$ cat src/rtcaw_consts.vh
`ifndef RTCAW_CONSTS_VH
`define RTCAW_CONSTS_VH
// ------------------------------------------------------------
// register offsets
// ------------------------------------------------------------
`define RTCAW_OFS_MIN_ALM 4'h3
`define RTCAW_OFS_HOUR_ALM 4'h5
`define RTCAW_OFS_DAY_ALM 4'h7
`define RTCAW_OFS_CMD 4'hB
`define RTCAW_OFS_WD_FRAC 4'hC
`define RTCAW_OFS_WD_SEC 4'hD
// ------------------------------------------------------------
// field positions
// ------------------------------------------------------------
`define RTCAW_ALM_MASK_BIT 7
`define RTCAW_DAY_RD_MASK 8'h87
`define RTCAW_CMD_XFER 7
`define RTCAW_CMD_ROUTE 6
`define RTCAW_CMD_BPOL 5
`define RTCAW_CMD_PULSE 4
`define RTCAW_CMD_WDMASK 3
`define RTCAW_CMD_TODMASK 2
`define RTCAW_CMD_WDFLAG 1
`define RTCAW_CMD_TODFLAG 0
`define RTCAW_CMD_WR_MASK 8'hFC
// ------------------------------------------------------------
// reset values
// ------------------------------------------------------------
`define RTCAW_CMD_RST 8'hCC
`define RTCAW_ALM_RST 8'h00
// ------------------------------------------------------------
// timing
// ------------------------------------------------------------
`define RTCAW_CLK_HZ 20000000
`define RTCAW_PULSE_US 3000
`define RTCAW_PULSE_CYC ((`RTCAW_CLK_HZ / 1000000) * `RTCAW_PULSE_US)
`endif

$ cat src/rtcaw_sync.v
`timescale 1ns/1ps
// three-stage synchroniser, change accepted when stages 2 and 3 agree
module rtcaw_sync #(
    parameter W = 1,
    parameter [W-1:0] RST_VAL = {W{1'b1}}
) (
    // clock and reset
    input wire mclk_i,
    input wire rst_i,
    // data
    input wire [W-1:0] d_i,
    output reg [W-1:0] q_o
);
    reg [W-1:0] s1_q; // metastable stage, read only by s2
    reg [W-1:0] s2_q;
    reg [W-1:0] s3_q;
    integer i;

    // shift chain and agreement filter
    always @(posedge mclk_i or posedge rst_i) begin
        if (rst_i) begin
            s1_q <= RST_VAL;
            s2_q <= RST_VAL;
            s3_q <= RST_VAL;
            q_o <= RST_VAL;
        end else begin
            s1_q <= d_i;
            s2_q <= s1_q;
            s3_q <= s2_q;
            for (i = 0; i < W; i = i + 1) begin
                if (s2_q[i] == s3_q[i]) begin
                    q_o[i] <= s2_q[i];
                end
            end
        end
    end
endmodule // rtcaw_sync

$ cat src/rtcaw_top.v
// Overview of operation
// [RULE1] day alarm bits 3..6 read zero
// [RULE2] bit 7 of alarm registers masks compare
// [RULE3] no masks: day, hour, minute must match
// [RULE4] day masked: daily on hour and minute
// [RULE5] day, hour masked: hourly on minute
// [RULE6] all masked: each seconds wrap to zero
// [RULE7] host uses only four mask combinations
// [RULE8] alarm registers use time register bcd format
// [RULE9] alarm register access clears tod flag
// [RULE10] watchdog holds four bcd digit reload
// [RULE11] watchdog access reloads, clears flag
// [RULE12] zero reached raises irq, then repeats
// [RULE13] watchdog reads return reload value
// [RULE14] both watchdog bytes zero disables watchdog
// [RULE15] transfer bit zero freezes time registers
// [RULE16] routing bit selects which output carries which
// [RULE17] out b polarity: source or sink
// [RULE18] level mode holds; pulse mode 3 ms
// [RULE19] watchdog mask blocks watchdog output
// [RULE20] tod mask blocks tod output
// [RULE21] watchdog flag read only, pulse-limited
// [RULE22] tod flag read only, pulse-limited
// [RULE23] tod compare during hundredths value 99
`timescale 1ns/1ps
`include "rtcaw_consts.vh"
module rtcaw_top #(
    parameter PULSE_CYC = `RTCAW_PULSE_CYC // 3 ms minimum pulse
) (
    // clock and reset
    input wire mclk_i,
    input wire rst_i,
    // asynchronous host bus
    input wire ce_n_i,
    input wire we_n_i,
    input wire oe_n_i,
    input wire [3:0] addr_i,
    input wire [7:0] data_i,
    output reg [7:0] data_o,
    output wire data_oe_o,
    // time counter link (same clock)
    input wire hund_tick_i,
    input wire hund_last_i,
    input wire sec_wrap_i,
    input wire [7:0] cur_min_i,
    input wire [7:0] cur_hour_i,
    input wire [7:0] cur_day_i,
    output wire transfer_en_o,
    // supply presence (pin)
    input wire vcc_ok_i,
    // interrupt pins, a open drain, b source or sink
    output wire irq_out_a_n_o,
    output wire irq_out_a_n_oe_o,
    output wire irq_out_b_o,
    output wire irq_out_b_oe_o
);
    // ------------------------------------------------------------
    // pin synchronisers
    // ------------------------------------------------------------
    wire ce_n_s, we_n_s, oe_n_s, vcc_ok_s;
    wire [3:0] addr_s;
    wire [7:0] wdat_s;
    rtcaw_sync #(.W(16), .RST_VAL(16'hFF8E)) u_sync (
        .mclk_i(mclk_i),
        .rst_i(rst_i),
        .d_i({ce_n_i, we_n_i, oe_n_i, vcc_ok_i, addr_i, data_i}),
        .q_o({ce_n_s, we_n_s, oe_n_s, vcc_ok_s, addr_s, wdat_s})
    );

    // ------------------------------------------------------------
    // registers
    // ------------------------------------------------------------
    reg [7:0] min_alm_q, hour_alm_q, day_alm_q; // [RULE8] stored bcd as written, day alarm keeps only bits 7 and 2..0
    reg [7:0] wd_frac_q, wd_sec_q; // reload value
    reg [7:0] cmd_q; // control bits 7..2
    reg tod_flag_q, wd_flag_q; // sticky/pulse flags
    reg [31:0] tod_pcnt_q, wd_pcnt_q; // pulse timers
    reg acc_q; // access in progress
    reg wr_q; // write in progress
    reg [3:0] acc_addr_q; // address of current write
    reg [7:0] wdat_q; // write data held while the strobe is low
    reg wr_end_q; // write end, one cycle late

    // access phases: start edge of ce, end edge of ce or we
    wire acc_now = !ce_n_s;
    wire acc_start = acc_now && !acc_q;
    wire wr_now = !ce_n_s && !we_n_s;
    wire wr_end = wr_q && !wr_now; // latch data on trailing edge

    function is_alm;
        input [3:0] a;
        begin
            is_alm = (a == `RTCAW_OFS_MIN_ALM) || (a == `RTCAW_OFS_HOUR_ALM) || (a == `RTCAW_OFS_DAY_ALM);
        end
    endfunction

    function is_wd;
        input [3:0] a;
        begin
            is_wd = (a == `RTCAW_OFS_WD_FRAC) || (a == `RTCAW_OFS_WD_SEC);
        end
    endfunction

    // any read or write start counts as an access
    wire alm_access = acc_start && is_alm(addr_s); // [RULE9]
    // restart a cycle after the write end, once the reload byte has landed
    wire wd_access = (acc_start && is_wd(addr_s)) || (wr_end_q && is_wd(acc_addr_q)); // [RULE11]

    // ------------------------------------------------------------
    // watchdog
    // ------------------------------------------------------------
    wire wd_expire;
    rtcaw_wdog u_wdog (
        .mclk_i(mclk_i),
        .rst_i(rst_i),
        .reload_i({wd_sec_q, wd_frac_q}), // [RULE10]
        .restart_i(wd_access),
        .tick_i(hund_tick_i),
        .expire_o(wd_expire)
    );

    // ------------------------------------------------------------
    // time-of-day match
    // ------------------------------------------------------------
    wire min_m = min_alm_q[`RTCAW_ALM_MASK_BIT] || (min_alm_q[6:0] == cur_min_i[6:0]); // [RULE2]
    wire hour_m = hour_alm_q[`RTCAW_ALM_MASK_BIT] || (hour_alm_q[6:0] == cur_hour_i[6:0]);
    wire day_m = day_alm_q[`RTCAW_ALM_MASK_BIT] || (day_alm_q[2:0] == cur_day_i[2:0]);
    wire all_mask = min_alm_q[7] && hour_alm_q[7] && day_alm_q[7];
    // one evaluation per minute, in the final hundredth before rollover
    wire tod_hit = hund_tick_i && hund_last_i && sec_wrap_i && // [RULE23]
        (all_mask || (min_m && hour_m && day_m)); // [RULE3] [RULE4] [RULE5] [RULE6]

    // ------------------------------------------------------------
    // bus access tracking and register writes
    // ------------------------------------------------------------
    always @(posedge mclk_i or posedge rst_i) begin
        if (rst_i) begin
            acc_q <= 1'b0;
            wr_q <= 1'b0;
            acc_addr_q <= 4'h0;
            wdat_q <= 8'h00;
            wr_end_q <= 1'b0;
            min_alm_q <= `RTCAW_ALM_RST;
            hour_alm_q <= `RTCAW_ALM_RST;
            day_alm_q <= `RTCAW_ALM_RST;
            wd_frac_q <= 8'h00;
            wd_sec_q <= 8'h00;
            cmd_q <= `RTCAW_CMD_RST;
        end else begin
            acc_q <= acc_now;
            wr_q <= wr_now;
            wr_end_q <= wr_end;
            // address and data taken while the strobe is low; the host may
            // move them in the same cycle as it lets the strobe go
            if (wr_now) begin
                acc_addr_q <= addr_s;
                wdat_q <= wdat_s;
            end
            // write lands on the trailing edge of the write strobe
            if (wr_end) begin
                case (acc_addr_q)
                    `RTCAW_OFS_MIN_ALM: begin
                        min_alm_q <= wdat_q;
                    end
                    `RTCAW_OFS_HOUR_ALM: begin
                        hour_alm_q <= wdat_q;
                    end
                    `RTCAW_OFS_DAY_ALM: begin
                        day_alm_q <= wdat_q & `RTCAW_DAY_RD_MASK; // [RULE1]
                    end
                    `RTCAW_OFS_CMD: begin
                        cmd_q <= wdat_q & `RTCAW_CMD_WR_MASK; // flags not writable
                    end
                    `RTCAW_OFS_WD_FRAC: begin
                        wd_frac_q <= wdat_q;
                    end
                    `RTCAW_OFS_WD_SEC: begin
                        wd_sec_q <= wdat_q;
                    end
                    default: begin
                        // other offsets belong to other blocks
                    end
                endcase
            end
        end
    end

    // ------------------------------------------------------------
    // flags and pulse timers; a new event beats the clear
    // ------------------------------------------------------------
    wire pulse_mode = cmd_q[`RTCAW_CMD_PULSE];
    always @(posedge mclk_i or posedge rst_i) begin
        if (rst_i) begin
            tod_flag_q <= 1'b0;
            wd_flag_q <= 1'b0;
            tod_pcnt_q <= 32'h0;
            wd_pcnt_q <= 32'h0;
        end else begin
            // tod flag [RULE22]
            if (tod_hit) begin
                tod_flag_q <= 1'b1;
                tod_pcnt_q <= PULSE_CYC;
            end else if (alm_access) begin
                tod_flag_q <= 1'b0; // [RULE9]
                tod_pcnt_q <= 32'h0;
            end else if (tod_pcnt_q != 32'h0) begin
                tod_pcnt_q <= tod_pcnt_q - 32'h1;
                if (pulse_mode && tod_pcnt_q == 32'h1) begin
                    tod_flag_q <= 1'b0; // [RULE18]
                end
            end else if (pulse_mode) begin
                tod_flag_q <= 1'b0;
            end
            // watchdog flag [RULE21]
            if (wd_expire) begin
                wd_flag_q <= 1'b1; // [RULE12]
                wd_pcnt_q <= PULSE_CYC;
            end else if (wd_access) begin
                wd_flag_q <= 1'b0; // [RULE11]
                wd_pcnt_q <= 32'h0;
            end else if (wd_pcnt_q != 32'h0) begin
                wd_pcnt_q <= wd_pcnt_q - 32'h1;
                if (pulse_mode && wd_pcnt_q == 32'h1) begin
                    wd_flag_q <= 1'b0;
                end
            end else if (pulse_mode) begin
                wd_flag_q <= 1'b0;
            end
        end
    end

    // ------------------------------------------------------------
    // interrupt routing and drive
    // ------------------------------------------------------------
    wire tod_act = tod_flag_q && !cmd_q[`RTCAW_CMD_TODMASK]; // [RULE20]
    wire wd_act = wd_flag_q && !cmd_q[`RTCAW_CMD_WDMASK]; // [RULE19]
    wire route = cmd_q[`RTCAW_CMD_ROUTE];
    wire a_act = route ? tod_act : wd_act; // [RULE16]
    wire b_act = route ? wd_act : tod_act;
    wire b_src = cmd_q[`RTCAW_CMD_BPOL];
    // output a is open drain, only ever pulls low
    assign irq_out_a_n_o = 1'b0;
    assign irq_out_a_n_oe_o = a_act;
    // output b sources only with supply present, otherwise released; sinks when the polarity bit is clear
    assign irq_out_b_o = b_src; // [RULE17]
    assign irq_out_b_oe_o = b_act && (!b_src || vcc_ok_s);

    // ------------------------------------------------------------
    // transfer freeze and read path
    // ------------------------------------------------------------
    assign transfer_en_o = cmd_q[`RTCAW_CMD_XFER]; // [RULE15]
    assign data_oe_o = !ce_n_s && !oe_n_s && we_n_s;

    // read data from flops; watchdog returns stored reload only
    always @(posedge mclk_i or posedge rst_i) begin
        if (rst_i) begin
            data_o <= 8'h00;
        end else begin
            case (addr_s)
                `RTCAW_OFS_MIN_ALM: data_o <= min_alm_q;
                `RTCAW_OFS_HOUR_ALM: data_o <= hour_alm_q;
                `RTCAW_OFS_DAY_ALM: data_o <= day_alm_q & `RTCAW_DAY_RD_MASK; // [RULE1]
                `RTCAW_OFS_CMD: data_o <= {cmd_q[7:2], wd_flag_q, tod_flag_q};
                `RTCAW_OFS_WD_FRAC: data_o <= wd_frac_q; // [RULE13]
                `RTCAW_OFS_WD_SEC: data_o <= wd_sec_q; // [RULE13]
                default: data_o <= 8'h00;
            endcase
        end
    end
    // [RULE14] zero reload holds the counter idle in the watchdog
endmodule // rtcaw_top

$ cat src/rtcaw_wdog.v
`timescale 1ns/1ps
// bcd countdown in hundredths; reload on access or at zero
module rtcaw_wdog (
    // clock and reset
    input wire mclk_i,
    input wire rst_i,
    // control
    input wire [15:0] reload_i,
    input wire restart_i,
    input wire tick_i,
    // event
    output reg expire_o
);
    reg [15:0] cnt_q; // live count, never visible to the host

    // one bcd digit decrement with borrow
    function [4:0] rtcaw_dec;
        input [3:0] d;
        input b;
        begin
            if (!b) rtcaw_dec = {1'b0, d};
            else if (d == 4'h0) rtcaw_dec = {1'b1, 4'h9};
            else rtcaw_dec = {1'b0, d - 4'h1};
        end
    endfunction

    reg [4:0] d0, d1, d2, d3;
    always @* begin
        d0 = rtcaw_dec(cnt_q[3:0], 1'b1);
        d1 = rtcaw_dec(cnt_q[7:4], d0[4]);
        d2 = rtcaw_dec(cnt_q[11:8], d1[4]);
        d3 = rtcaw_dec(cnt_q[15:12], d2[4]);
    end

    // countdown; a zero reload disables everything
    always @(posedge mclk_i or posedge rst_i) begin
        if (rst_i) begin
            cnt_q <= 16'h0000;
            expire_o <= 1'b0;
        end else begin
            expire_o <= 1'b0;
            if (restart_i || reload_i == 16'h0000) begin // [RULE14]
                cnt_q <= reload_i; // [RULE11]
            end else if (tick_i) begin
                if (cnt_q == 16'h0001 || cnt_q == 16'h0000) begin
                    expire_o <= 1'b1; // [RULE12]
                    cnt_q <= reload_i; // repeats without access
                end else begin
                    cnt_q <= {d3[3:0], d2[3:0], d1[3:0], d0[3:0]};
                end
            end
        end
    end
endmodule // rtcaw_wdog
$ cat config.mk
export PLATFORM = sky130hd
export DESIGN_NAME = rtcaw_top
export DESIGN_NICKNAME = d
export VERILOG_FILES = /design/src/rtcaw_sync.v /design/src/rtcaw_top.v /design/src/rtcaw_wdog.v
export VERILOG_INCLUDE_DIRS = /design/src
export SDC_FILE = /design/constraint.sdc
export NUM_CORES = 1
export LEC_CHECK = 0
export BUFFER_PORTS_ARGS = -buffer_cell sky130_fd_sc_hd__buf_2
export CAP_MARGIN = 30
export CORE_ASPECT_RATIO = 1.1
export CORE_MARGIN = 2
export CORE_UTILIZATION = 41
export DETAILED_ROUTE_END_ITERATION = 8
export SLEW_MARGIN = 30
export SYNTH_ARGS = -nofsm -noshare
export SYNTH_HDL_FRONTEND = slang
export SYNTH_SLANG_ARGS = --single-unit
$ cat constraint.sdc
create_clock -name mclk_i -period 11.05 [get_ports mclk_i]
set_input_delay 1.6575 -clock mclk_i [delete_from_list [all_inputs] [get_ports mclk_i]]
set_output_delay 1.6575 -clock mclk_i [all_outputs]
set_load 0.005 [all_outputs]
==> tab_implementation.tex, run 1 <==
\begin{tabular}{lr}
\hline
Metric & Value \\
\hline
\multicolumn{2}{l}{\textbf{Critical path}} \\
\quad Worst Setup Start Kind & input port \\
\quad Setup slack, reg-to-reg & 8.12 ns \\
\quad Setup crit end kind & flip-flop \\
\quad Top fanout value on the critical path & 25 \\
\quad Register-to-Register Path Depth & 6 \\
\quad Required time worst endpoint & 11.41 ns \\
\quad Crit path arrival time & 3.98 ns \\
\quad Origin of the worst setup path & cur\_hour\_i[5] \\
\quad Critical register-to-register path endpoint & u\_wdog.cnt\_q[12] \\
\quad WS Path Type & input port to flip-flop \\
\quad R2r startpoint & u\_sync.q\_o[9] \\
\multicolumn{2}{l}{\textbf{Floorplan}} \\
\quad Die outline height & 162 µm \\
\quad Die width & 148 µm \\
\quad FP Rows & 57 \\
\quad Starting density of the core & 41.9\% \\
\quad Top Ports & 59 \\
\quad Core outline area & 0.0223 mm² \\
\quad Die Footprint & 0.0240 mm² \\
\multicolumn{2}{l}{\textbf{Min path}} \\
\quad Worst Hold Depth & 0 \\
\quad Hold path startpoint & u\_sync.s1\_q[4] \\
\quad Tightest Hold Check Type & flip-flop to flip-flop \\
\quad End point of the most critical hold path & u\_sync.s2\_q[4] \\
\multicolumn{2}{l}{\textbf{Drt}} \\
\quad Initial DRT Pass Iterations & 5 \\
\quad Post-route ant nets & 0 \\
\quad First-iteration detailed-routing DRC count & 369 \\
\quad DRC & 0 \\
\quad Final wirelength & 18.9 mm \\
\quad Via count & 6121 \\
\quad Vias per cell & 5.27 \\
\quad Drt wl/cell & 16.3 µm \\
\multicolumn{2}{l}{\textbf{Pwr}} \\
\quad VDD IR max & 0.134 mV \\
\quad Static Leak & 4.81 nW \\
\quad Power consumption & 3.01 mW \\
\quad PwrDens & 278 mW/mm² \\
\multicolumn{2}{l}{\textbf{GRT}} \\
\quad Via count of the first global-routing pass & 5973 \\
\quad Wire length of the first global-routing pass & 31.6 mm \\
\quad Total congestion overflow & 0 \\
\quad Largest net degree at the start of global routing & 133 \\
\quad Antenna violations before repair & 0 \\
\quad All-Layer GR Usage & 16.3\% \\
\multicolumn{2}{l}{\textbf{Outcome}} \\
\quad Result of the run & finished, final reports clean \\
\multicolumn{2}{l}{\textbf{Clock network}} \\
\quad Post-CTS sizing & 0 \\
\quad Number of clock sinks seen by CTS & 212 \\
\quad Level count of the clock H-tree & 1 \\
\quad Post-CTS setup buffers & 0 \\
\quad CTS tree & built \\
\quad Root buf cell & sky130\_fd\_sc\_hd\_\_clkbuf\_16 \\
\quad CTS clock-pin slew for the worst setup and hold paths & 0.06 ns \\
\quad Number of CTS-inserted buffers & 25 \\
\quad Number of buffers added to fix hold violations after cts & 0 \\
\quad Number of buffers on the longest clock path & 3 \\
\quad Latest clock arrival within the worst-skew pair & 0.52 ns \\
\multicolumn{2}{l}{\textbf{Placed design}} \\
\quad Setup Slack @ Placement & 6.88 ns \\
\quad Cell Area, Placed & 0.00989 mm² \\
\quad DP Wirelength & 12.8 mm \\
\quad Port Buf Inserts & 50 \\
\quad Post-Place Cells & 1116 \\
\quad Gpl congestion & 0.847 \\
\multicolumn{2}{l}{\textbf{Yosys}} \\
\quad Number of nets produced by synthesis & 842 \\
\quad Sequential area share after synthesis & 57.5\% \\
\quad Register bit count reported by yosys & 212 \\
\quad EDFF count, synth & 0 \\
\quad Count of warnings emitted by yosys & 0 \\
\quad Fraction of synthesis flops using an asynchronous set or reset pin & 100\% \\
\quad Number of library cell types mapped by synthesis & 71 \\
\quad Mapped Cells & 792 \\
\quad Prevailing post-synth register cell & sky130\_fd\_sc\_hd\_\_dfrtp\_1 \\
\quad Cell Area, Synth & 0.00933 mm² \\
\quad Mean instance size in the synthesized netlist & 11.8 µm² \\
\multicolumn{2}{l}{\textbf{Timing}} \\
\quad Worst-Margin Slew & 0.908 ns \\
\quad Setup clock skew after layout & 0.00766 ns \\
\quad Count of final setup violators & 0 \\
\quad Worst slew margin & 39.3\% \\
\quad Setup repair after global routing missed its margin & no \\
\quad Max Clk Rate & 276 MHz \\
\quad Final count of pins violating max slew & 0 \\
\quad Final hold violation count & 0 \\
\quad Fin Setup TNS & 0 ns \\
\quad Post-route fraction of the period consumed by the critical path & 32.8\% \\
\quad Worst hold-check slack & 0.344 ns \\
\quad Final critical-path setup slack & 7.42 ns \\
\quad Min Clock Period, post-route & 3.63 ns \\
\multicolumn{2}{l}{\textbf{Layout}} \\
\quad Layout cell share with drive strength beyond 1 & 26.8\% \\
\quad Area Overhead vs Synth & 15.9\% \\
\quad Commonest non-fill, non-tap cell in the layout & sky130\_fd\_sc\_hd\_\_dfrtp\_1 \\
\quad Nets & 898 \\
\quad Core utilization of the finished layout & 48.6\% \\
\quad ANT cells & 0 \\
\quad Most frequent cells in the layout & sky130\_fd\_sc\_hd\_\_dfrtp\_1, sky130\_fd\_sc\_hd\_\_nor2\_1, sky130\_fd\_sc\_hd\_\_mux2\_2 \\
\quad Total area of multi-input combinational cells & 0.00381 mm² \\
\quad Final instance area & 0.0108 mm² \\
\quad Total of fill cells in the finished design & 2061 \\
\quad Reg area & 0.00537 mm² \\
\quad Cell Count, Final, Fillers Out & 1161 \\
\multicolumn{2}{l}{\textbf{Flow run}} \\
\quad Max-capacitance violation count & 0 \\
\hline
\end{tabular}
-- kinds of logic after synthesis --
kind of cell,Yosys count,synth area share [%]
buf+inv,41,1.78
fa+ha+maj,21,2.39
mux,67,7.92
compound gates,97,7.08
flops,212,57.5
xor+xnor,73,6.85
simple gates,280,16.4
other cells,1,0.0402
-- synthesized netlist by cell type, types with 6 or more instances --
cell type | count | area [µm²]
sky130_fd_sc_hd__dfrtp_1 | 160 | 4000
sky130_fd_sc_hd__nor2_1 | 86 | 323
sky130_fd_sc_hd__mux2_2 | 55 | 619
sky130_fd_sc_hd__dfstp_2 | 52 | 1370
sky130_fd_sc_hd__nand2_1 | 45 | 169
sky130_fd_sc_hd__xnor2_1 | 39 | 342
sky130_fd_sc_hd__xor2_1 | 34 | 298
sky130_fd_sc_hd__nor3_1 | 31 | 155
sky130_fd_sc_hd__nor4_1 | 29 | 181
sky130_fd_sc_hd__a21oi_1 | 20 | 100
sky130_fd_sc_hd__o21ai_0 | 20 | 100
sky130_fd_sc_hd__inv_1 | 17 | 63.8
sky130_fd_sc_hd__maj3_1 | 16 | 160
sky130_fd_sc_hd__clkbuf_1 | 15 | 56.3
sky130_fd_sc_hd__nand3_1 | 14 | 70.1
sky130_fd_sc_hd__mux2i_1 | 12 | 120
sky130_fd_sc_hd__or3_1 | 10 | 62.6
sky130_fd_sc_hd__nand2b_1 | 9 | 56.3
sky130_fd_sc_hd__buf_2 | 7 | 35.0
sky130_fd_sc_hd__nand4_1 | 7 | 43.8
sky130_fd_sc_hd__a21o_1 | 6 | 45.0
sky130_fd_sc_hd__a22oi_1 | 6 | 45.0
-- area by class of cell --
cell class,instances,area share [%]
Sequential cell,212,49.7
Multi-Input combinational cell,539,35.3
Clock buffer,26,5.91
Tap cell,295,3.41
Timing Repair Buffer,53,2.56
Clock inverter,19,2.45
Inverter,17,0.706
-- where the power goes --
| group | total (mW) | leakage (nW) | internal (mW) | switching (mW) |
|---|---|---|---|---|
| Clock | 0.890 | 0.439 | 0.563 | 0.327 |
| Combinational | 0.860 | 1.76 | 0.396 | 0.464 |
| Sequential | 1.26 | 2.61 | 1.01 | 0.248 |
| Total | 3.01 | 4.81 | 1.97 | 1.04 |
-- worst max-delay path, cell delays in order --
cell                      delay [ns]
sky130_fd_sc_hd__buf_2          0.13
sky130_fd_sc_hd__xor2_1         0.16
sky130_fd_sc_hd__nor4_1         0.29
sky130_fd_sc_hd__a41oi_1        0.15
sky130_fd_sc_hd__or4_1          0.72
sky130_fd_sc_hd__nand2_1        0.74
sky130_fd_sc_hd__nor2_1         0.12
-- routing by layer --
layer  global-route usage [%]  up-vias  part of all wire, %
met2                     25.6      100                   46
met4                     4.85        0                  2.4
met1                     23.6     3042                   48
met5                        0        -                    0
met3                     2.61       34                  3.5
li1                         -     2945                    -
-- how the worst max path moves through the flow --
stage | endpoint | depth (start not counted)
final | tod_pcnt_q[7] | 7
after global routing | tod_pcnt_q[12] | 7
after CTS | tod_pcnt_q[7] | 7
after detailed placement | tod_pcnt_q[25] | 7
after global placement | tod_pcnt_q[7] | 7
after floorplan | acc_addr_q[0] | 1
-- state kept, by name, summed over array words and instances (netlist names), 16 cells and up --
register      cells
u_sync.s2_q      16
tod_pcnt_q       32
wd_pcnt_q        32
u_wdog.cnt_q     16
u_sync.s3_q      16
u_sync.s1_q      16
u_sync.q_o       16
(Power assumes the default switching activity.)
==> run 2, diff against run 1 <==
==> constraint.sdc (replaced) <==
create_clock -name mclk_i -period 3.52 [get_ports mclk_i]
set_input_delay 0.528 -clock mclk_i [delete_from_list [all_inputs] [get_ports mclk_i]]
set_output_delay 0.528 -clock mclk_i [all_outputs]
set_load 0.005 [all_outputs]
==> run 2 against run 1 <==
Wire length up 1.5%. Power rose to 3.1 times the previous value. Critical path depth unchanged. Core utilization up 0.40 points. Worst setup slack worse by 6.5 ns. Final cell count up 0.86%. Die area unchanged. Clock skew up 0.0062 ns. Non-clock buffer count up 12. Combinational power rose to 3.2 times the previous value. Via count down 1.8%.
==> tab_implementation.tex, run 2 (synthesis gave the netlist of run 1 again) <==
\begin{tabular}{lr}
\hline
Metric & Value \\
\hline
\multicolumn{2}{l}{\textbf{Layout}} \\
\quad Most frequent cells in the layout & sky130\_fd\_sc\_hd\_\_dfrtp\_1, sky130\_fd\_sc\_hd\_\_nor2\_1, sky130\_fd\_sc\_hd\_\_mux2\_2 \\
\quad Commonest non-fill, non-tap cell in the layout & sky130\_fd\_sc\_hd\_\_dfrtp\_1 \\
\quad Core utilization of the finished layout & 49.0\% \\
\quad Largest registers & tod\_pcnt\_q: 32 flops, wd\_pcnt\_q: 32 flops \\
\quad Layout cell share with drive strength beyond 1 & 27.2\% \\
\quad ANT cells & 0 \\
\quad Area Overhead vs Synth & 16.8\% \\
\quad Nets & 909 \\
\multicolumn{2}{l}{\textbf{GRT}} \\
\quad Met2 track demand over resource in global routing & 26.4\% \\
\quad Total congestion overflow & 0 \\
\quad All-Layer GR Usage & 16.6\% \\
\quad Layer with the highest usage after global routing & met2 \\
\quad Antenna violations before repair & 0 \\
\quad Met3 capacity usage during global routing & 2.33\% \\
\quad Global routing met1 resource utilization & 23.6\% \\
\quad Via count of the first global-routing pass & 6216 \\
\quad Wire length of the first global-routing pass & 32.5 mm \\
\quad Largest net degree at the start of global routing & 61 \\
\multicolumn{2}{l}{\textbf{Clock network}} \\
\quad Number of buffers added to fix hold violations after cts & 0 \\
\quad Number of CTS-inserted buffers & 24 \\
\quad Post-CTS setup buffers & 0 \\
\quad Latest clock arrival within the worst-skew pair & 0.51 ns \\
\quad Number of buffers on the longest clock path & 3 \\
\quad CTS clock-pin slew for the worst setup and hold paths & 0.06 ns \\
\quad Number of clock sinks seen by CTS & 212 \\
\quad CTS tree & built \\
\quad Root buf cell & sky130\_fd\_sc\_hd\_\_clkbuf\_16 \\
\quad Post-CTS sizing & 0 \\
\quad Level count of the clock H-tree & 1 \\
\multicolumn{2}{l}{\textbf{Timing}} \\
\quad Max Clk Rate & 382 MHz \\
\quad Setup clock skew after layout & 0.0138 ns \\
\quad Final count of pins violating max slew & 0 \\
\quad Worst slew margin & 48.9\% \\
\quad Fin Setup TNS & 0 ns \\
\quad Final hold violation count & 0 \\
\quad Worst-Margin Slew & 0.763 ns \\
\quad Count of final setup violators & 0 \\
\quad Setup repair after global routing missed its margin & no \\
\quad Min Clock Period, post-route & 2.62 ns \\
\quad Post-route fraction of the period consumed by the critical path & 74.3\% \\
\multicolumn{2}{l}{\textbf{Critical path}} \\
\quad Required time worst endpoint & 3.90 ns \\
\quad Crit path arrival time & 2.99 ns \\
\quad Total stage count of the critical path & 7 \\
\quad Critical path buffers and inverters & 1 \\
\quad Top fanout value on the critical path & 7 \\
\quad WS Path Type & flip-flop to flip-flop \\
\quad Crit path largest cell delay & 0.56 ns \\
\quad Register-to-Register Path Depth & 7 \\
\quad Worst path cell trace & inv\_1 -> ha\_1 -> or3b\_2 -> nor4\_4 -> nand3\_1 -> nand2\_1 -> o21ai\_0 \\
\quad Worst Setup Start Kind & flip-flop \\
\quad Slowest stage cell on the critical path & sky130\_fd\_sc\_hd\_\_or3b\_2 \\
\quad Setup crit end kind & flip-flop \\
\quad CP top delay family & simple AND/OR/NAND/NOR gates \\
\multicolumn{2}{l}{\textbf{Pwr}} \\
\quad Part of the total power dissipated in combinational logic & 28.9\% \\
\quad Power consumption & 9.45 mW \\
\quad Switching power summed over all nets & 3.24 mW \\
\quad Fraction of power consumed by sequential logic & 41.9\% \\
\quad Sw Share & 34.3\% \\
\quad Clk pwr share & 29.2\% \\
\quad Static Leak & 4.88 nW \\
\quad VDD IR max & 0.488 mV \\
\quad PwrDens & 867 mW/mm² \\
\quad Internal power of the cells & 6.21 mW \\
\multicolumn{2}{l}{\textbf{Min path}} \\
\quad Tightest Hold Check Type & input port to asynchronous set/reset pin \\
\multicolumn{2}{l}{\textbf{Outcome}} \\
\quad Result of the run & finished, final reports clean \\
\multicolumn{2}{l}{\textbf{Floorplan}} \\
\quad Die width & 148 µm \\
\quad Core outline area & 0.0223 mm² \\
\quad Die Footprint & 0.0240 mm² \\
\quad FP Rows & 57 \\
\quad Top Ports & 59 \\
\quad Starting density of the core & 41.9\% \\
\quad Die outline height & 162 µm \\
\multicolumn{2}{l}{\textbf{Drt}} \\
\quad Initial DRT Pass Iterations & 9 \\
\quad Via count & 6013 \\
\quad Post-route ant nets & 0 \\
\quad Vias per cell & 5.13 \\
\quad Final wirelength & 19.2 mm \\
\quad First-iteration detailed-routing DRC count & 404 \\
\quad Drt wl/cell & 16.4 µm \\
\quad DRC & 0 \\
\multicolumn{2}{l}{\textbf{Flow run}} \\
\quad Max-capacitance violation count & 0 \\
\multicolumn{2}{l}{\textbf{Placed design}} \\
\quad DP Wirelength & 13.3 mm \\
\quad Gpl congestion & 0.804 \\
\quad Port Buf Inserts & 50 \\
\hline
\end{tabular}
-- run 2: changes by cell type in the layout (fill, tap and decap cells not counted), moves of 2 or more --
cell,change
sky130_fd_sc_hd__clkbuf_1,+3
sky130_fd_sc_hd__clkinvlp_4,-3
sky130_fd_sc_hd__clkinv_2,-2
sky130_fd_sc_hd__clkbuf_8,+2
sky130_fd_sc_hd__buf_4,+11
sky130_fd_sc_hd__buf_12,+2
-- run 2: cell type report --
type	instances	area, µm²
repair buffers	65	388
well taps	295	369
flip-flops and latches	212	5370
inverters	17	67.6
clock inverters	11	191
multi-input cells	539	3810
clock buffers	32	703
fillers	2011	11300
-- run 2: path summary, 6_finish.rpt --
check / start / to / slack, ns
setup / recovery: tod_pcnt_q[0] / tod_pcnt_q[14] / 0.90
hold / removal: rst_i / acc_q / 0.1
setup reg to reg: tod_pcnt_q[0] / tod_pcnt_q[14] / 0.90
hold reg to reg: u_sync.s1_q[4] / u_sync.s2_q[4] / 0.34
max in group asynchronous: rst_i / u_sync.s3_q[1] / 2.47
min in group mclk_i: data_i[2] / u_sync.s1_q[2] / 0.11
-- run 2: per-stage QoR --
stage	hold WS [ns]	setup slack (ns)	instance area [µm²]	cells
2_1_floorplan	0.331	0.278	9340	792
3_3_place_gp	0.331	0.905	10000	1128
3_5_place_dp	0.340	0.905	10000	1128
4_1_cts	0.0876	0.881	10900	1171
5_1_grt	0.0867	0.654	10900	1171
6_report	0.0983	0.904	10900	1171
-- run 2: worst register-to-register path, cell delays in order, from the launching register on --
cell and delay [ns]:
sky130_fd_sc_hd__dfrtp_1 0.43, sky130_fd_sc_hd__inv_1 0.08, sky130_fd_sc_hd__ha_1 0.20, sky130_fd_sc_hd__or3b_2 0.56, sky130_fd_sc_hd__nor4_4 0.40, sky130_fd_sc_hd__nand3_1 0.35
sky130_fd_sc_hd__nand2_1 0.33, sky130_fd_sc_hd__o21ai_0 0.13
-- run 2: metal layers --
metal	routed length [µm]	part of all wire (%)
met5	0	0
met4	529	2.8
met3	643	3.3
met2	8710	45
met1	9330	49
-- run 2: power groups by stage --
| stage | sequential, mW | clock, mW | combinational, mW |
|---|---|---|---|
| after floorplan | 3.74 | 0 | 2.21 |
| after global placement | 3.96 | 0 | 2.70 |
| after detailed placement | 3.97 | 0 | 2.74 |
| after CTS | 3.94 | 2.83 | 2.75 |
| after global routing | 4.07 | 2.92 | 3.09 |
| final | 3.96 | 2.76 | 2.73 |
==> run 3, diff against run 2 <==
==> constraint.sdc (replaced) <==
create_clock -name mclk_i -period 2.3 [get_ports mclk_i]
set_input_delay 0.345 -clock mclk_i [delete_from_list [all_inputs] [get_ports mclk_i]]
set_output_delay 0.345 -clock mclk_i [all_outputs]
set_load 0.005 [all_outputs]
==> run 3 against run 2 <==
Maximum frequency increased by 19%. First-iteration DRC count is 18% lower. Worst setup slack worse by 0.80 ns. Flip-flop and latch count is the same. Clock power grew 40%. Largest cell class unchanged.
==> tab_implementation.tex, run 3 (synthesis gave the netlist of run 1 again) <==
\begin{tabular}{lr}
\hline
Metric & Value \\
\hline
\multicolumn{2}{l}{\textbf{Layout}} \\
\quad Largest registers & tod\_pcnt\_q: 32 flops, wd\_pcnt\_q: 32 flops \\
\quad Commonest non-fill, non-tap cell in the layout & sky130\_fd\_sc\_hd\_\_dfrtp\_1 \\
\quad Most frequent cells in the layout & sky130\_fd\_sc\_hd\_\_dfrtp\_1, sky130\_fd\_sc\_hd\_\_nor2\_1, sky130\_fd\_sc\_hd\_\_buf\_4 \\
\quad Area Overhead vs Synth & 22.9\% \\
\quad ANT cells & 0 \\
\quad Nets & 974 \\
\quad Total of fill cells in the finished design & 1989 \\
\quad Layout cell share with drive strength beyond 1 & 31.8\% \\
\multicolumn{2}{l}{\textbf{Drt}} \\
\quad Final wirelength & 20.0 mm \\
\quad Via count & 6340 \\
\quad Vias per cell & 5.13 \\
\quad Initial DRT Pass Iterations & 5 \\
\quad First-iteration detailed-routing DRC count & 333 \\
\quad DRC & 0 \\
\quad Drt wl/cell & 16.2 µm \\
\quad Post-route ant nets & 0 \\
\multicolumn{2}{l}{\textbf{Placed design}} \\
\quad DP Wirelength & 13.9 mm \\
\quad Port Buf Inserts & 50 \\
\quad Gpl congestion & 0.837 \\
\multicolumn{2}{l}{\textbf{Clock network}} \\
\quad Number of clock sinks seen by CTS & 212 \\
\quad Number of CTS-inserted buffers & 24 \\
\quad Root buf cell & sky130\_fd\_sc\_hd\_\_clkbuf\_16 \\
\quad CTS clock-pin slew for the worst setup and hold paths & 0.06 ns \\
\quad CTS tree & built \\
\quad Level count of the clock H-tree & 1 \\
\quad Latest clock arrival within the worst-skew pair & 0.52 ns \\
\quad Number of buffers on the longest clock path & 3 \\
\multicolumn{2}{l}{\textbf{Timing}} \\
\quad Final hold violation count & 0 \\
\quad Worst slew margin & 52.6\% \\
\quad Max Clk Rate & 456 MHz \\
\quad Setup repair after global routing missed its margin & no \\
\quad Min Clock Period, post-route & 2.19 ns \\
\quad Final count of pins violating max slew & 0 \\
\quad Post-route fraction of the period consumed by the critical path & 95.3\% \\
\quad Fin Setup TNS & 0 ns \\
\quad Worst-Margin Slew & 0.710 ns \\
\quad Setup clock skew after layout & 0.0114 ns \\
\quad Count of final setup violators & 0 \\
\multicolumn{2}{l}{\textbf{Critical path}} \\
\quad Required time worst endpoint & 2.70 ns \\
\quad Setup crit end kind & flip-flop \\
\quad CP top delay family & simple AND/OR/NAND/NOR gates \\
\quad Worst path cell trace & buf\_4 -> or4\_4 -> or3\_4 -> or2\_4 -> nor4\_4 -> xnor2\_1 -> o21ai\_2 \\
\quad Total stage count of the critical path & 7 \\
\quad Critical register-to-register path endpoint & tod\_pcnt\_q[15] \\
\quad Worst Setup Start Kind & flip-flop \\
\quad WS Path Type & flip-flop to flip-flop \\
\quad Endpoint of the most critical setup path & tod\_pcnt\_q[15] \\
\quad Crit path arrival time & 2.59 ns \\
\quad Slowest stage cell on the critical path & sky130\_fd\_sc\_hd\_\_or4\_4 \\
\quad Top fanout value on the critical path & 4 \\
\quad Register-to-Register Path Depth & 7 \\
\quad Crit path largest cell delay & 0.55 ns \\
\quad Origin of the worst setup path & tod\_pcnt\_q[0] \\
\quad Critical path buffers and inverters & 1 \\
\quad Setup slack, reg-to-reg & 0.11 ns \\
\quad R2r startpoint & tod\_pcnt\_q[0] \\
\multicolumn{2}{l}{\textbf{Pwr}} \\
\quad Power consumption & 14.8 mW \\
\quad VDD IR max & 0.706 mV \\
\quad Static Leak & 5.18 nW \\
\quad PwrDens & 1290 mW/mm² \\
\multicolumn{2}{l}{\textbf{GRT}} \\
\quad Antenna violations before repair & 0 \\
\quad Largest net degree at the start of global routing & 69 \\
\quad Wire length of the first global-routing pass & 33.6 mm \\
\quad All-Layer GR Usage & 17.3\% \\
\quad Via count of the first global-routing pass & 6387 \\
\quad Total congestion overflow & 0 \\
\multicolumn{2}{l}{\textbf{Floorplan}} \\
\quad Starting density of the core & 41.9\% \\
\quad Core outline area & 0.0223 mm² \\
\quad Top Ports & 59 \\
\quad Die width & 148 µm \\
\quad Die outline height & 162 µm \\
\quad Die Footprint & 0.0240 mm² \\
\quad FP Rows & 57 \\
\multicolumn{2}{l}{\textbf{Min path}} \\
\quad Tightest Hold Check Type & input port to flip-flop \\
\multicolumn{2}{l}{\textbf{Flow run}} \\
\quad Max-capacitance violation count & 0 \\
\multicolumn{2}{l}{\textbf{Outcome}} \\
\quad Result of the run & finished, final reports clean \\
\hline
\end{tabular}
==> run 3: cell count changes in the layout (fill, tap and decap cells not counted), sizes merged <==
| cell | previous run | this run |
|---|---|---|
| inv | 16 | 17 |
| bufinv | 5 | 1 |
| dlygate4sd3 | 0 | 17 |
| clkbuf | 32 | 33 |
| buf | 65 | 113 |
| clkinv | 6 | 8 |
==> run 3: where the power goes <==
| part | switching [mW] | internal, mW | leakage (nW) |
|---|---|---|---|
| clock network | 1.52 | 2.35 | 0.415 |
| registers | 1.14 | 4.86 | 2.61 |
| logic | 2.52 | 2.44 | 2.16 |
| total | 5.19 | 9.64 | 5.18 |
==> run 3: routing by layer <==
metal | global-route usage (%) | vias to the layer above | routed length [µm]
met5 | 0 | - | 0
met4 | 4.76 | 0 | 508
met3 | 2.36 | 35 | 551
met2 | 27.9 | 87 | 9500
met1 | 24.5 | 3119 | 9470
li1 | - | 3099 | -
==> run 3: layout make-up <==
class	count	area [µm²]	share of cell area [%]
sequential	212	5370	46.8
multi-input combinational	539	3890	33.9
timing repair buffer	130	956	8.33
clock buffer	33	737	6.43
tap	295	369	3.22
clock inverter	10	80.1	0.698
inverter	17	67.6	0.589
==> run 3: worst min-delay path by stage <==
stage                   start              end  slack (ns)  cells after the start
3_5_place_dp   u_sync.s1_q[0]   u_sync.s2_q[0]        0.34                      0
6_report          hund_tick_i  u_wdog.expire_o        0.17                      3
4_1_cts           hund_tick_i  u_wdog.expire_o        0.15                      3
3_3_place_gp   u_sync.s1_q[6]   u_sync.s2_q[6]        0.34                      0
5_1_grt           hund_tick_i  u_wdog.expire_o        0.19                      3
2_1_floorplan  u_sync.s1_q[0]   u_sync.s2_q[0]        0.33                      0
==> run 3: timing repair <==
item | 4_1_cts | 5_1_grt
gates resized for setup | 1 | 16
pin swaps | 0 | 4
setup endpoints to repair | 1 | 43
endpoints found under the hold margin | 33 | 0
setup buffers | 0 | 2
hold buffers | 17 | 0
==> run 3: through the flow <==
| stage | instance area [µm²] | std cells | util [%] | setup slack (ns) | hold WS [ns] |
|---|---|---|---|---|---|
| 2_1_floorplan | 9340 | 792 | - | -0.759 | 0.331 |
| 3_5_place_dp | 10400 | 1174 | 46.7 | 0.00983 | 0.338 |
| 3_3_place_gp | 10400 | 1174 | 46.6 | 0.00797 | 0.337 |
| 5_1_grt | 11500 | 1236 | 51.5 | 0.0175 | 0.187 |
| 6_report | 11500 | 1236 | 51.5 | 0.108 | 0.170 |
| 4_1_cts | 11400 | 1234 | 51.1 | 0.00379 | 0.146 |
==> run 3: worst min-delay path, cell delays in order <==
cell	delay, ns
sky130_fd_sc_hd__buf_2	0.15
sky130_fd_sc_hd__inv_1	0.08
sky130_fd_sc_hd__nor3_1	0.06
